### src/core/rwg_pkg.sv
// Package for the register write guard: bus carriers, address map, fields.
// Assumes one peripheral bus clock and 32-bit word-aligned accesses.
package rwg_pkg;

  // ****************************************
  // Bus widths and address map
  // ****************************************
  localparam int RWG_ADDR_W = 12;
  localparam int RWG_DATA_W = 32;
  // Address bit that selects the guard's own space
  localparam int RWG_GUARD_SEL_BIT = 11;
  localparam logic [RWG_ADDR_W-1:0] RWG_GCR_OFS = 12'h800;
  localparam logic [RWG_ADDR_W-1:0] RWG_SOFT_LOCK_BASE = 12'h900;
  localparam logic [RWG_ADDR_W-1:0] RWG_SOFT_LOCK_SPAN = 12'h080;
  localparam int RWG_MAX_PROT = 32;

  // ****************************************
  // Fields and reset values
  // ****************************************
  localparam int RWG_GCR_HARD_LOCK_BIT = 0;
  localparam int RWG_GCR_SUP_ONLY_BIT = 1;
  localparam int RWG_SOFT_LOCK_BIT = 0;
  localparam logic RWG_HARD_LOCK_RST = 1'b0;
  localparam logic RWG_SUP_ONLY_RST = 1'b0;
  localparam logic RWG_SOFT_LOCK_RST = 1'b0;

  typedef struct packed {
    logic write;
    logic supervisor;
    logic [RWG_ADDR_W-1:0] addr;
    logic [RWG_DATA_W-1:0] wdata;
  } rwg_req_s;

  typedef struct packed {
    logic err;
    logic [RWG_DATA_W-1:0] rdata;
  } rwg_rsp_s;

  typedef enum logic [1:0] {
    RWG_IDLE = 2'b00,
    RWG_FWD = 2'b01,
    RWG_RESP = 2'b11
  } rwg_state_e;

endpackage : rwg_pkg

### src/core/rwg_guard.sv
// Register write guard placed in front of one peripheral's registers.
// Assumes one request at a time on the upstream port and a protected
// module that answers every forwarded request with one ack pulse.
`timescale 1ns/100ps
// Overview of operation
// [RULE1] Lock only a module-specific register set
// [RULE2] Optionally reject non-supervisor accesses
// [RULE3] Soft lock blocks writes to its register
// [RULE4] Software write or reset releases soft lock
// [RULE5] Hard lock blocks all protected writes
// [RULE6] Only reset clears the hard lock
// [RULE7] One set-soft-lock bit per protectable register
// [RULE8] Hard lock bit in global config engages
// [RULE9] Software keeps registers locked most time
// [RULE10] Software reads back guard configuration
// [RULE11] Blocked access errors, target unchanged
module rwg_guard #(
  parameter int NUM_PROT = 8
) (
  // Clock and reset
  input wire logic clk_sys,
  input wire logic rst_b,
  // Upstream bus from masters
  input wire logic up_valid,
  output logic up_ready,
  input wire rwg_pkg::rwg_req_s up_req,
  output logic up_rsp_valid,
  output rwg_pkg::rwg_rsp_s up_rsp,
  // Downstream to the protected module
  output logic dn_valid,
  output rwg_pkg::rwg_req_s dn_req,
  input wire logic dn_ack,
  input wire rwg_pkg::rwg_rsp_s dn_rsp,
  // Guard state for observation
  output logic hard_lock_bit,
  output logic [NUM_PROT-1:0] soft_lock
);
  import rwg_pkg::*;

  // ****************************************
  // Elaboration checks
  // ****************************************
  if (NUM_PROT < 1 || NUM_PROT > RWG_MAX_PROT)
  begin : g_bad_num_prot
    $error("NUM_PROT must be within 1..32");
  end

  // Every soft lock needs a word of its own in the guard's space
  if (NUM_PROT * 4 > int'(RWG_SOFT_LOCK_SPAN))
  begin : g_bad_span
    $error("Soft lock space too small for NUM_PROT");
  end

  // Decode relies on both guard locations sitting behind the select bit
  if (RWG_GCR_OFS[RWG_GUARD_SEL_BIT] != 1'b1
    || RWG_SOFT_LOCK_BASE[RWG_GUARD_SEL_BIT] != 1'b1)
  begin : g_bad_map
    $error("Guard locations must lie in the guard's space");
  end

  // Global config fields must fit the data word
  if (RWG_GCR_SUP_ONLY_BIT >= RWG_DATA_W
    || RWG_GCR_HARD_LOCK_BIT >= RWG_DATA_W)
  begin : g_bad_fields
    $error("Global config fields outside the data word");
  end

  rwg_state_e state;
  rwg_state_e next_state;
  logic sup_only;
  logic is_guard;
  logic is_gcr;
  logic is_soft;
  logic [4:0] idx;
  logic blocked;
  logic take;
  logic guard_wr;
  logic [RWG_DATA_W-1:0] guard_rdata;
  logic fwd;
  logic [NUM_PROT-1:0] soft_wr;
  rwg_rsp_s next_rsp;
  // Soft lock index bits; the decoder gates wider values off
  localparam int IDX_W = (NUM_PROT > 1) ? $clog2(NUM_PROT) : 1;

  // ****************************************
  // Decode
  // ****************************************
  rwg_check #(
    .NUM_PROT(NUM_PROT)
  ) u_check (
    .req(up_req),
    .soft_lock(soft_lock),
    .hard_lock(hard_lock_bit),
    .sup_only(sup_only),
    .is_guard(is_guard),
    .is_gcr(is_gcr),
    .is_soft(is_soft),
    .idx(idx),
    .blocked(blocked)
  );

  assign up_ready = (state == RWG_IDLE);
  assign take = up_valid && up_ready;
  assign guard_wr = take && !blocked && is_guard && up_req.write;
  assign fwd = take && !blocked && !is_guard; // RULE1

  // ****************************************
  // Sequencer
  // ****************************************
  always_comb
  begin
    next_state = state;
    case (state)
      RWG_IDLE:
        if (take)
          next_state = (blocked || is_guard) ? RWG_RESP : RWG_FWD;
      RWG_FWD:
        // A stray ack outside this state is ignored
        if (dn_ack)
          next_state = RWG_RESP;
      RWG_RESP:
        next_state = RWG_IDLE;
      default:
        next_state = RWG_IDLE;
    endcase
  end

  always_ff @(posedge clk_sys)
  begin
    if (!rst_b)
      state <= RWG_IDLE;
    else
      state <= next_state;
  end

  // ****************************************
  // Guard's own configuration
  // ****************************************
  // Hard lock is set-only; no write path clears it
  always_ff @(posedge clk_sys)
  begin
    if (!rst_b)
      hard_lock_bit <= RWG_HARD_LOCK_RST; // RULE6
    else if (guard_wr && is_gcr && up_req.wdata[RWG_GCR_HARD_LOCK_BIT])
      hard_lock_bit <= 1'b1; // RULE8
  end

  always_ff @(posedge clk_sys)
  begin
    if (!rst_b)
      sup_only <= RWG_SUP_ONLY_RST;
    else if (guard_wr && is_gcr)
      sup_only <= up_req.wdata[RWG_GCR_SUP_ONLY_BIT]; // RULE2
  end

  // ****************************************
  // Soft locks
  // ****************************************
  // A supervisor write of 0 releases a lock unless the hard lock froze the guard space
  for (genvar i = 0; i < NUM_PROT; i++)
  begin : g_soft
    assign soft_wr[i] = guard_wr && is_soft && (int'(idx) == i); // RULE7
    always_ff @(posedge clk_sys)
    begin
      if (!rst_b)
        soft_lock[i] <= RWG_SOFT_LOCK_RST; // RULE4
      else if (soft_wr[i])
        soft_lock[i] <= up_req.wdata[RWG_SOFT_LOCK_BIT]; // RULE7 RULE4
    end
  end

  // Guard writes answer with the value held before the write
  always_comb
  begin
    guard_rdata = '0;
    if (is_gcr)
    begin
      guard_rdata[RWG_GCR_HARD_LOCK_BIT] = hard_lock_bit;
      guard_rdata[RWG_GCR_SUP_ONLY_BIT] = sup_only;
    end
    else if (is_soft)
      guard_rdata[RWG_SOFT_LOCK_BIT] = soft_lock[idx[IDX_W-1:0]];
  end

  // ****************************************
  // Forwarding and answers
  // ****************************************
  // Blocked requests never reach the module, so its contents stay intact
  always_ff @(posedge clk_sys)
  begin
    if (!rst_b)
      dn_valid <= 1'b0;
    else
      dn_valid <= fwd; // RULE11
  end

  always_ff @(posedge clk_sys)
  begin
    if (!rst_b)
      dn_req <= '0;
    else if (fwd)
      dn_req <= up_req;
  end

  // Blocked answers carry no data, so nothing leaks past a lock
  always_comb
  begin
    next_rsp = up_rsp;
    if (take && blocked)
      next_rsp = '{err: 1'b1, rdata: '0}; // RULE11
    else if (take && is_guard)
      next_rsp = '{err: 1'b0, rdata: guard_rdata};
    else if (state == RWG_FWD && dn_ack)
      next_rsp = dn_rsp;
  end

  always_ff @(posedge clk_sys)
  begin
    if (!rst_b)
      up_rsp <= '0;
    else
      up_rsp <= next_rsp;
  end

  assign up_rsp_valid = (state == RWG_RESP);

endmodule : rwg_guard

### src/core/rwg_check.sv
// Access classifier of the register write guard: decodes one request.
// Assumes the caller holds the request stable while it samples the result.
`timescale 1ns/100ps
module rwg_check #(
  parameter int NUM_PROT = 8
) (
  // Request under test
  input wire rwg_pkg::rwg_req_s req,
  // Guard state
  input wire logic [NUM_PROT-1:0] soft_lock,
  input wire logic hard_lock,
  input wire logic sup_only,
  // Decision
  output logic is_guard,
  output logic is_gcr,
  output logic is_soft,
  output logic [4:0] idx,
  output logic blocked
);
  import rwg_pkg::*;

  // Soft lock index bits; wider index values are gated off by the decode
  localparam int IDX_W = (NUM_PROT > 1) ? $clog2(NUM_PROT) : 1;

  logic [RWG_ADDR_W-1:0] soft_ofs;
  logic prot_hit;
  logic soft_hit;

  always_comb
  begin
    is_guard = req.addr[RWG_GUARD_SEL_BIT];
    is_gcr = is_guard && (req.addr == RWG_GCR_OFS);
    soft_ofs = req.addr - RWG_SOFT_LOCK_BASE;
    idx = is_guard ? soft_ofs[6:2] : req.addr[6:2];
    soft_hit = is_guard && (req.addr >= RWG_SOFT_LOCK_BASE)
      && (soft_ofs < RWG_SOFT_LOCK_SPAN) && (req.addr[1:0] == 2'h0)
      && (int'(idx) < NUM_PROT);
    is_soft = soft_hit;
    // Only the first NUM_PROT words of the module can be locked
    prot_hit = !is_guard && (req.addr[RWG_GUARD_SEL_BIT-1:7] == '0)
      && (int'(idx) < NUM_PROT); // RULE1
    blocked = 1'b0;
    if (sup_only && !req.supervisor)
      blocked = 1'b1; // RULE2
    else if (is_guard && !is_gcr && !soft_hit)
      blocked = 1'b1;
    else if (is_guard && req.write && !req.supervisor)
      blocked = 1'b1;
    else if (is_guard && req.write && hard_lock)
      blocked = 1'b1; // RULE6
    else if (prot_hit && req.write && hard_lock)
      blocked = 1'b1; // RULE5
    else if (prot_hit && req.write && soft_lock[idx[IDX_W-1:0]])
      blocked = 1'b1; // RULE3
  end

endmodule : rwg_check

### config.mk
export PLATFORM = sky130hd
export DESIGN_NAME = rwg_guard
export DESIGN_NICKNAME = d
export VERILOG_FILES = /design/src/core/rwg_pkg.sv /design/src/core/rwg_guard.sv /design/src/core/rwg_check.sv
export SDC_FILE = /design/constraint.sdc
export NUM_CORES = 1
export LEC_CHECK = 0
export BUFFER_PORTS_ARGS = -buffer_cell sky130_fd_sc_hd__buf_2
export CORE_MARGIN = 10
export CORE_UTILIZATION = 51
export DETAILED_ROUTE_END_ITERATION = 8
export PLACE_DENSITY = 0.88
export SLEW_MARGIN = 15
export SYNTH_ARGS = -nofsm -noshare
export SYNTH_HDL_FRONTEND = slang
export SYNTH_SLANG_ARGS = --single-unit
export TNS_END_PERCENT = 1
### constraint.sdc
create_clock -name clk_sys -period 2.8 [get_ports clk_sys]
set_input_delay 0 -clock clk_sys [delete_from_list [all_inputs] [get_ports clk_sys]]
set_output_delay 0 -clock clk_sys [all_outputs]
set_load 0.05 [all_outputs]
After elaboration in Yosys (flattened, before gate mapping):

Index checks and enable logic that the tools add are counted.

* add/sub/neg operators: 1
* $lt $le $gt $ge: 4
* equality and inequality tests: 12
* muxes and demuxes: 19
* bitwise operators: 1
* reduce and logical (&&, ||, !) cells: 50

Operators with widths (count)
* $mux 33: 3
* $logic_and 1x1->1: 35
* $eq 5x4->1 const B: 4
* $eq 12x12->1 const B: 1
* $ge 12x12->1 const B: 1
* $lt 12x8->1 const B: 1
* $sub 12x12->12 const B: 1
* $eq 5x3->1 const B: 2
* $mux 1: 10
* $mux 2: 3
* $eq 5x2->1 const B: 1
* $logic_not 1->1: 5
* $logic_not 5->1: 1
* $lt 5x4->1 const B: 1
* $mux 5: 1
* $logic_not 2->1: 2
* $logic_not 4->1: 1
* $lt 3x4->1 const B: 1
* $pmux 2 s2: 1
* $bmux 1 s3: 1
* $reduce_bool 3->1: 1
* $reduce_or 3->1: 1
* $eq 2x1->1 const B: 1
* $eq 2x2->1 const B: 1
* 7 further kinds: 7

* register bits after elaboration: 92
* input bits: 83
* output and inout port bits: 91
* logic and storage cells: 106

Depth between registers and ports, before layout:

* depth after elaboration: 18
* gate-level depth with buffers: 8
* mapped depth without buffers: 5

Cells and area by module:

From an unflattened synthesis, not the netlist that was laid out.

* cell total of the unflattened synthesis: 450
* area total of the unflattened synthesis: 3721.1 um^2

By module, submodules not included
* rwg_guard: instances 1, cells an instance 427, area each 3515.9 um^2, sequential area each 1841.8 um^2
* rwg_check: instances 1, cells an instance 23, area each 205.2 um^2, sequential area each 0.0 um^2

Least setup slack after synthesis:

No wires, ideal clock.

* kind: reg2reg
* start: register soft_lock[7]
* end: register dn_valid
* setup time: 0.115 ns
* arrival: 2.134 ns
* required time: 2.685 ns
* slack: 0.551 ns
* stages on the path, launching flop included: 8
* buffers on the path: 2
* period minus slack after synthesis: 2.249 ns
* cells stage by stage: dfxtp_1 -> mux2i_1 -> mux4_2 -> nor4_4 -> nor4_1 -> buf_6 -> buf_6 -> and2_1

* longest elaborated chain between the ends: 12

RTL lines
* from (decl): RTL line rwg_guard.sv:36 `output logic [NUM_PROT-1:0] soft_lock`
* from (signal, indexed assignment): RTL line rwg_guard.sv:168 `soft_lock[i] <= up_req.wdata[RWG_SOFT_LOCK_BIT];`
* $bmux 1 s3: RTL line rwg_check.sv:53 `else if (prot_hit && req.write && soft_lock[idx[IDX_W-1:0]])`
* $mux 1 (implied by the code): RTL line rwg_check.sv:53
* $logic_and 1x1->1: RTL line rwg_check.sv:53
* $mux 1: RTL line rwg_check.sv:53
* $mux 1: RTL line rwg_check.sv:51 `else if (prot_hit && req.write && hard_lock)`
* $mux 1: RTL line rwg_check.sv:49 `else if (is_guard && req.write && hard_lock)`
* $mux 1: RTL line rwg_check.sv:47 `else if (is_guard && req.write && !req.supervisor)`
* $mux 1: RTL line rwg_check.sv:45 `else if (is_guard && !is_gcr && !soft_hit)`
* $mux 1: RTL line rwg_check.sv:43 `if (sup_only && !req.supervisor)`
* $logic_not 1->1: RTL line rwg_guard.sv:105 `assign fwd = take && !blocked && !is_guard;`
* $logic_and 1x1->1 (2 in a row): RTL line rwg_guard.sv:105
* to (signal assigned): RTL line rwg_guard.sv:194 `dn_valid <= fwd;`
* to (decl): RTL line rwg_guard.sv:30 `output logic dn_valid,`

No other way between the ends. The select of a mux whose other input is x is not followed.
A chain may end at the register's enable or synchronous reset.

Final worst setup path:

* start: input port up_req[35] (netlist bit)
* end: register dn_req[17] (netlist bit)

* longest elaborated chain between the ends: 15
* elaborated cells on any way between the ends: 30
* those cells by class: add/sub (1); order compare (3); eq/ne (1); mux (9); reduce/logical (16)

RTL lines
* from (decl): RTL line rwg_guard.sv:26 `input wire rwg_pkg::rwg_req_s up_req,`
* $sub 12x12->12: RTL line rwg_check.sv:33 `soft_ofs = req.addr - RWG_SOFT_LOCK_BASE;`
* $mux 5: RTL line rwg_check.sv:34 `idx = is_guard ? soft_ofs[6:2] : req.addr[6:2];`
* $lt 5x4->1: RTL line rwg_check.sv:37, rwg_check.sv:41
* $logic_and 1x1->1: RTL line rwg_check.sv:41 `&& (int'(idx) < NUM_PROT);`
* $logic_and 1x1->1: RTL line rwg_check.sv:51, rwg_check.sv:53
* $logic_and 1x1->1: RTL line rwg_check.sv:53
* $mux 1: RTL line rwg_check.sv:53
* $mux 1: RTL line rwg_check.sv:51
* $mux 1: RTL line rwg_check.sv:49
* $mux 1: RTL line rwg_check.sv:47
* $mux 1 *: RTL line rwg_check.sv:45
* $mux 1 *: RTL line rwg_check.sv:43
* $logic_not 1->1 *: RTL line rwg_guard.sv:105
* $logic_and 1x1->1 * (2 in a row): RTL line rwg_guard.sv:105
* to (signal assigned): RTL line rwg_guard.sv:202 `dn_req <= up_req;`
* to (decl): RTL line rwg_guard.sv:31 `output rwg_pkg::rwg_req_s dn_req,`

Every way passes the cells marked *; elsewhere a longest branch is shown, timed or not. The select of a mux whose other input is x is not followed.

==> summary by stage <==
Placement
The port buffer count is 173. Timing analysis after detailed placement gives a worst setup slack of 680 ps. The final weighted congestion in routability-driven placement is 0.816. Detailed placement ended at an HPWL of 8440 µm. The placed instance count is 664.

Min path
The worst hold path terminates at up_rsp[32]. The worst min-delay path class is primary input to flop. The start point of the worst hold path is dn_rsp[32].

The worst hold path was traced through 5 stages.

STA
After layout, the worst setup slack is 485 ps. The number of max-slew violations in the final report came to 0. The number of hold violations in the final report is 0. Setup repair after global routing left no endpoint under its margin. Headroom to the max-slew limit came out at 48.9%.

The highest clock frequency the design can meet is 432 MHz. The worst path uses 82.7% of the clock period. After layout, the minimum clock period comes to 2320 ps. Clock skew on the completed layout was measured at 9.86 ps. Setup total negative slack on the finished layout was measured at 0 ps. For the pin with the worst max-slew slack, the measured transition is 766 ps. The number of endpoints failing setup at the final stage is 0.

Worst setup path
The kind of capture point of the worst setup path is a flop. By instance count, the cell type seen most on the critical path is sky130_fd_sc_hd__mux2i_1. The number of cell instances on the worst register-to-register path is 6. The critical path goes through dlygate4sd3_1 > buf_2 > mux2i_1 > mux4_2 > nor4_4 > nor4_2 > buf_4 > mux2i_1. The beginning of the worst register-to-register path is hard_lock_bit.

The endpoint identified for the worst register-to-register timing path is dn_req[17]. In this design, the stage delay of the slowest critical-path cell is 640 ps. The worst-case register-to-register setup slack is 600 ps. The category of cells accounting for the largest share of critical-path delay is buffers and inverters.

At the worst endpoint, the required time is 3050 ps. The classification of the worst setup path is primary input to flop. The slowest stage of the critical path belongs to the cell sky130_fd_sc_hd__buf_4. STA classifies the critical path startpoint as a primary input.

At the worst endpoint, the arrival time is 2570 ps. In this run the worst path has a maximum fanout of 47. The number of buffers and inverters on the critical path is 3.

Layout
The number of antenna diodes in the final layout is 0. The final layout contains 736 nets. Fill cells in the final layout number 490. Of the cells placed in the final design, the portion with a size suffix greater than 1 is 30.2%. The area growth from synthesis to final layout is 48.2%.

The final instance count without filler cells is 757.

Logic synthesis
Ranked by total cell area, the synthesized netlist is headed by sky130_fd_sc_hd__dfxtp_1 (48%), sky130_fd_sc_hd__mux2i_1 (22%), sky130_fd_sc_hd__nand2_1 (11%). The register area share after synthesis is 47.5%. The number of synthesis warnings is 0. Synthesis inferred 92 register bits. The cell type with the largest total area after synthesis is sky130_fd_sc_hd__dfxtp_1. The cell area after technology mapping is 3880 µm². The number of instances in the synthesized netlist is 416.

When the netlist entered floorplanning its net count stood at 499. The area share of the largest cell type after synthesis is 47.5%. The number of different library cells used by synthesis comes to 40. The synthesized area per cell is 9.32 µm².

Floorplanning
The core region is 7330 µm². The floorplan die height is 107 µm. The I/O pin count is 174. The die area is 11500 µm².

After floorplanning, the core was divided into 31 placement rows. The initial standard-cell utilization of the core is 52.9%. The die is 107 µm wide.

GRT
The number of global-route vias before repair is 4075. The wire length of the first global-routing pass is 21100 µm. The global-route usage over all layers is 22.5%. Entering global routing, the biggest net connects 57 pins. The number of antenna violations at the first check in global routing is 0. The residual overflow from global routing is 0.

Clock network
The clock tree root driver cell is sky130_fd_sc_hd__clkbuf_8. At the later pin of the worst-skew pair, clock insertion delay measures 340 ps. The post-CTS setup repair buffer count is 0.

The H-tree was split into 3 levels. For this design, the sink count on the clock tree is 92. Counting along the longest clock path gives a buffer depth of 2. The number of buffers created by CTS is 9. TritonCTS built the clock tree. The quantity of gates resized following cts is 0.

The register clock-pin slew on the reported worst setup and hold paths is 90 ps.

Power and ir drop
Of the total power, registers draw 48.1%. The relative contribution of combinational cells to total power is 21.0%. The clock network fraction of design power is 30.9%.

The internal power component is 0.00203 W. The power density normalized to cell area is 503 nW/µm². The reported leakage power is 2.62 nW. The switching part of the total is 29.9%. The switching component of the power is 0.000862 W.

The maximum VDD drop is 0.382 mV. The total chip power is 0.00289 W.

Flow run
The count of maximum capacitance violations is 0.

Route
Using the TritonRoute via totals, the vias-per-cell ratio works out to 5.19. The number of violations reported at the end of detailed-routing iteration 0 is 152. In this run the remaining antenna-violating nets after routing total 0. For this block, the via count after detailed routing is 3930.

The final routed wire length divided by cell count is 17.4 µm. The final routed wirelength across all metal layers is 13200 µm. For this run, the detailed router's first-pass iteration total came to 5.

The residual DRC count is 0.

Outcome
The flow ran to the end, and the final reports show no timing, DRC or antenna violations.
## what timing repair did
item,4_1_cts,5_1_grt
hold endpoints to repair,78,0
hold buffers,77,0
endpoints found under the setup margin,0,0
## cell usage in the layout, fill, tap and decap left out, types with 2 or more instances in the layout
cell type	Yosys	final
sky130_fd_sc_hd__buf_2	5	173
sky130_fd_sc_hd__nand2_1	114	114
sky130_fd_sc_hd__dfxtp_1	92	92
sky130_fd_sc_hd__mux2i_1	87	87
sky130_fd_sc_hd__dlygate4sd3_1	0	77
sky130_fd_sc_hd__nor3_1	31	31
sky130_fd_sc_hd__clkbuf_8	0	10
sky130_fd_sc_hd__nor2_1	8	8
sky130_fd_sc_hd__buf_4	1	7
sky130_fd_sc_hd__nor3b_1	5	5
sky130_fd_sc_hd__nand3b_1	5	5
sky130_fd_sc_hd__nand2b_1	3	3
sky130_fd_sc_hd__a21oi_1	3	3
sky130_fd_sc_hd__nand3_1	3	3
sky130_fd_sc_hd__clkinvlp_4	0	3
sky130_fd_sc_hd__and2_1	2	2
sky130_fd_sc_hd__or4_1	2	2
sky130_fd_sc_hd__nor2b_1	2	2
sky130_fd_sc_hd__o21a_1	2	2
sky130_fd_sc_hd__o21ai_0	2	2
sky130_fd_sc_hd__and3_1	2	2
sky130_fd_sc_hd__o211ai_1	2	2
sky130_fd_sc_hd__a22oi_1	2	2
## through the flow
stage | utilization [%] | hold slack, ps | instance area, µm²
6_report | 78.3 | 75.4 | 5740
3_3_place_gp | 65.1 | 247 | 4770
5_1_grt | 78.3 | 88.8 | 5740
2_1_floorplan | - | 142 | 3880
3_5_place_dp | 65.1 | 254 | 4770
4_1_cts | 78.3 | 55.0 | 5740
## kinds of logic after synthesis
kind of cell | count (synthesis) | share of synthesized area [%]
AO/OA/AOI/OAI | 19 | 3.39
buffers and inverters | 32 | 4.13
flip-flops | 92 | 47.5
multiplexers | 88 | 23.0
AND/OR/NAND/NOR | 185 | 21.9
## sequential cells by signal, summed over array words and instances, names as in the netlist
| register | cells |
|---|---|
| dn_req | 46 |
| up_rsp | 33 |
| soft_lock | 8 |
| state | 2 |
| dn_valid | 1 |
| hard_lock_bit | 1 |
| sup_only | 1 |
## cells in the mapped netlist, drive strengths merged
master,count
clkbuf,18
a21o,1
nand3b,5
a21oi,3
nor4b,1
nand2,114
a22o,1
and3b,1
and2,2
nor2b,2
o31ai,1
nand4b,1
o21ai,2
nand2b,3
or2,1
o22ai,1
a22oi,2
nand3,3
and3,2
and4,1
a31oi,1
a2111oi,1
o211ai,2
mux4,1
nor3,31
a21boi,1
a221oi,1
mux2i,87
nor2,8
or4,2
nor4,3
o21a,2
inv,1
nor3b,5
buf,13
dfxtp,92
## worst max-delay path by stage
stage | from | end | slack [ps] | depth (start not counted)
after detailed placement | soft_lock[7] | dn_valid | 680 | 6
final | up_req[35] | dn_req[17] | 480 | 8
after global routing | up_req[35] | dn_req[17] | 320 | 8
after global placement | soft_lock[7] | dn_valid | 720 | 6
after CTS | up_req[42] | dn_valid | 580 | 8
after floorplan | soft_lock[7] | dn_valid | 550 | 7
## final cells by class
| type | count | area [µm²] | area share [%] |
|---|---|---|---|
| Multi-Input combinational cell | 292 | 1880 | 32.8 |
| Sequential cell | 92 | 1840 | 32.1 |
| Timing Repair Buffer | 257 | 1690 | 29.4 |
| Clock buffer | 11 | 141 | 2.46 |
| Tap cell | 99 | 124 | 2.16 |
| Clock inverter | 5 | 61.3 | 1.07 |
| Inverter | 1 | 3.75 | 0.0654 |
## layer usage
layer	part of all wire, %	wire length (µm)	global-route usage (%)	vias up
li1	-	-	-	1893
met1	39	5130	25.2	1814
met2	47	6170	36.5	192
met3	12	1560	10.3	31
met4	2.4	316	8.61	0
met5	0	0	0	-
## power by group through the flow
stage	registers [W]	clock network (W)	logic (W)
after floorplan	0.00158	0	0.000193
after global placement	0.00141	0	0.000500
after detailed placement	0.00142	0	0.000512
after CTS	0.00139	0.000911	0.000596
after global routing	0.00139	0.000977	0.000647
final	0.00139	0.000892	0.000606
## worst min-delay path, cell delays in order
cell	delay, ps
sky130_fd_sc_hd__buf_2	70
sky130_fd_sc_hd__nand2_1	40
sky130_fd_sc_hd__nand2_1	70
sky130_fd_sc_hd__o21ai_0	70
sky130_fd_sc_hd__a21oi_1	120
Power figures use the tool's default switching activity.
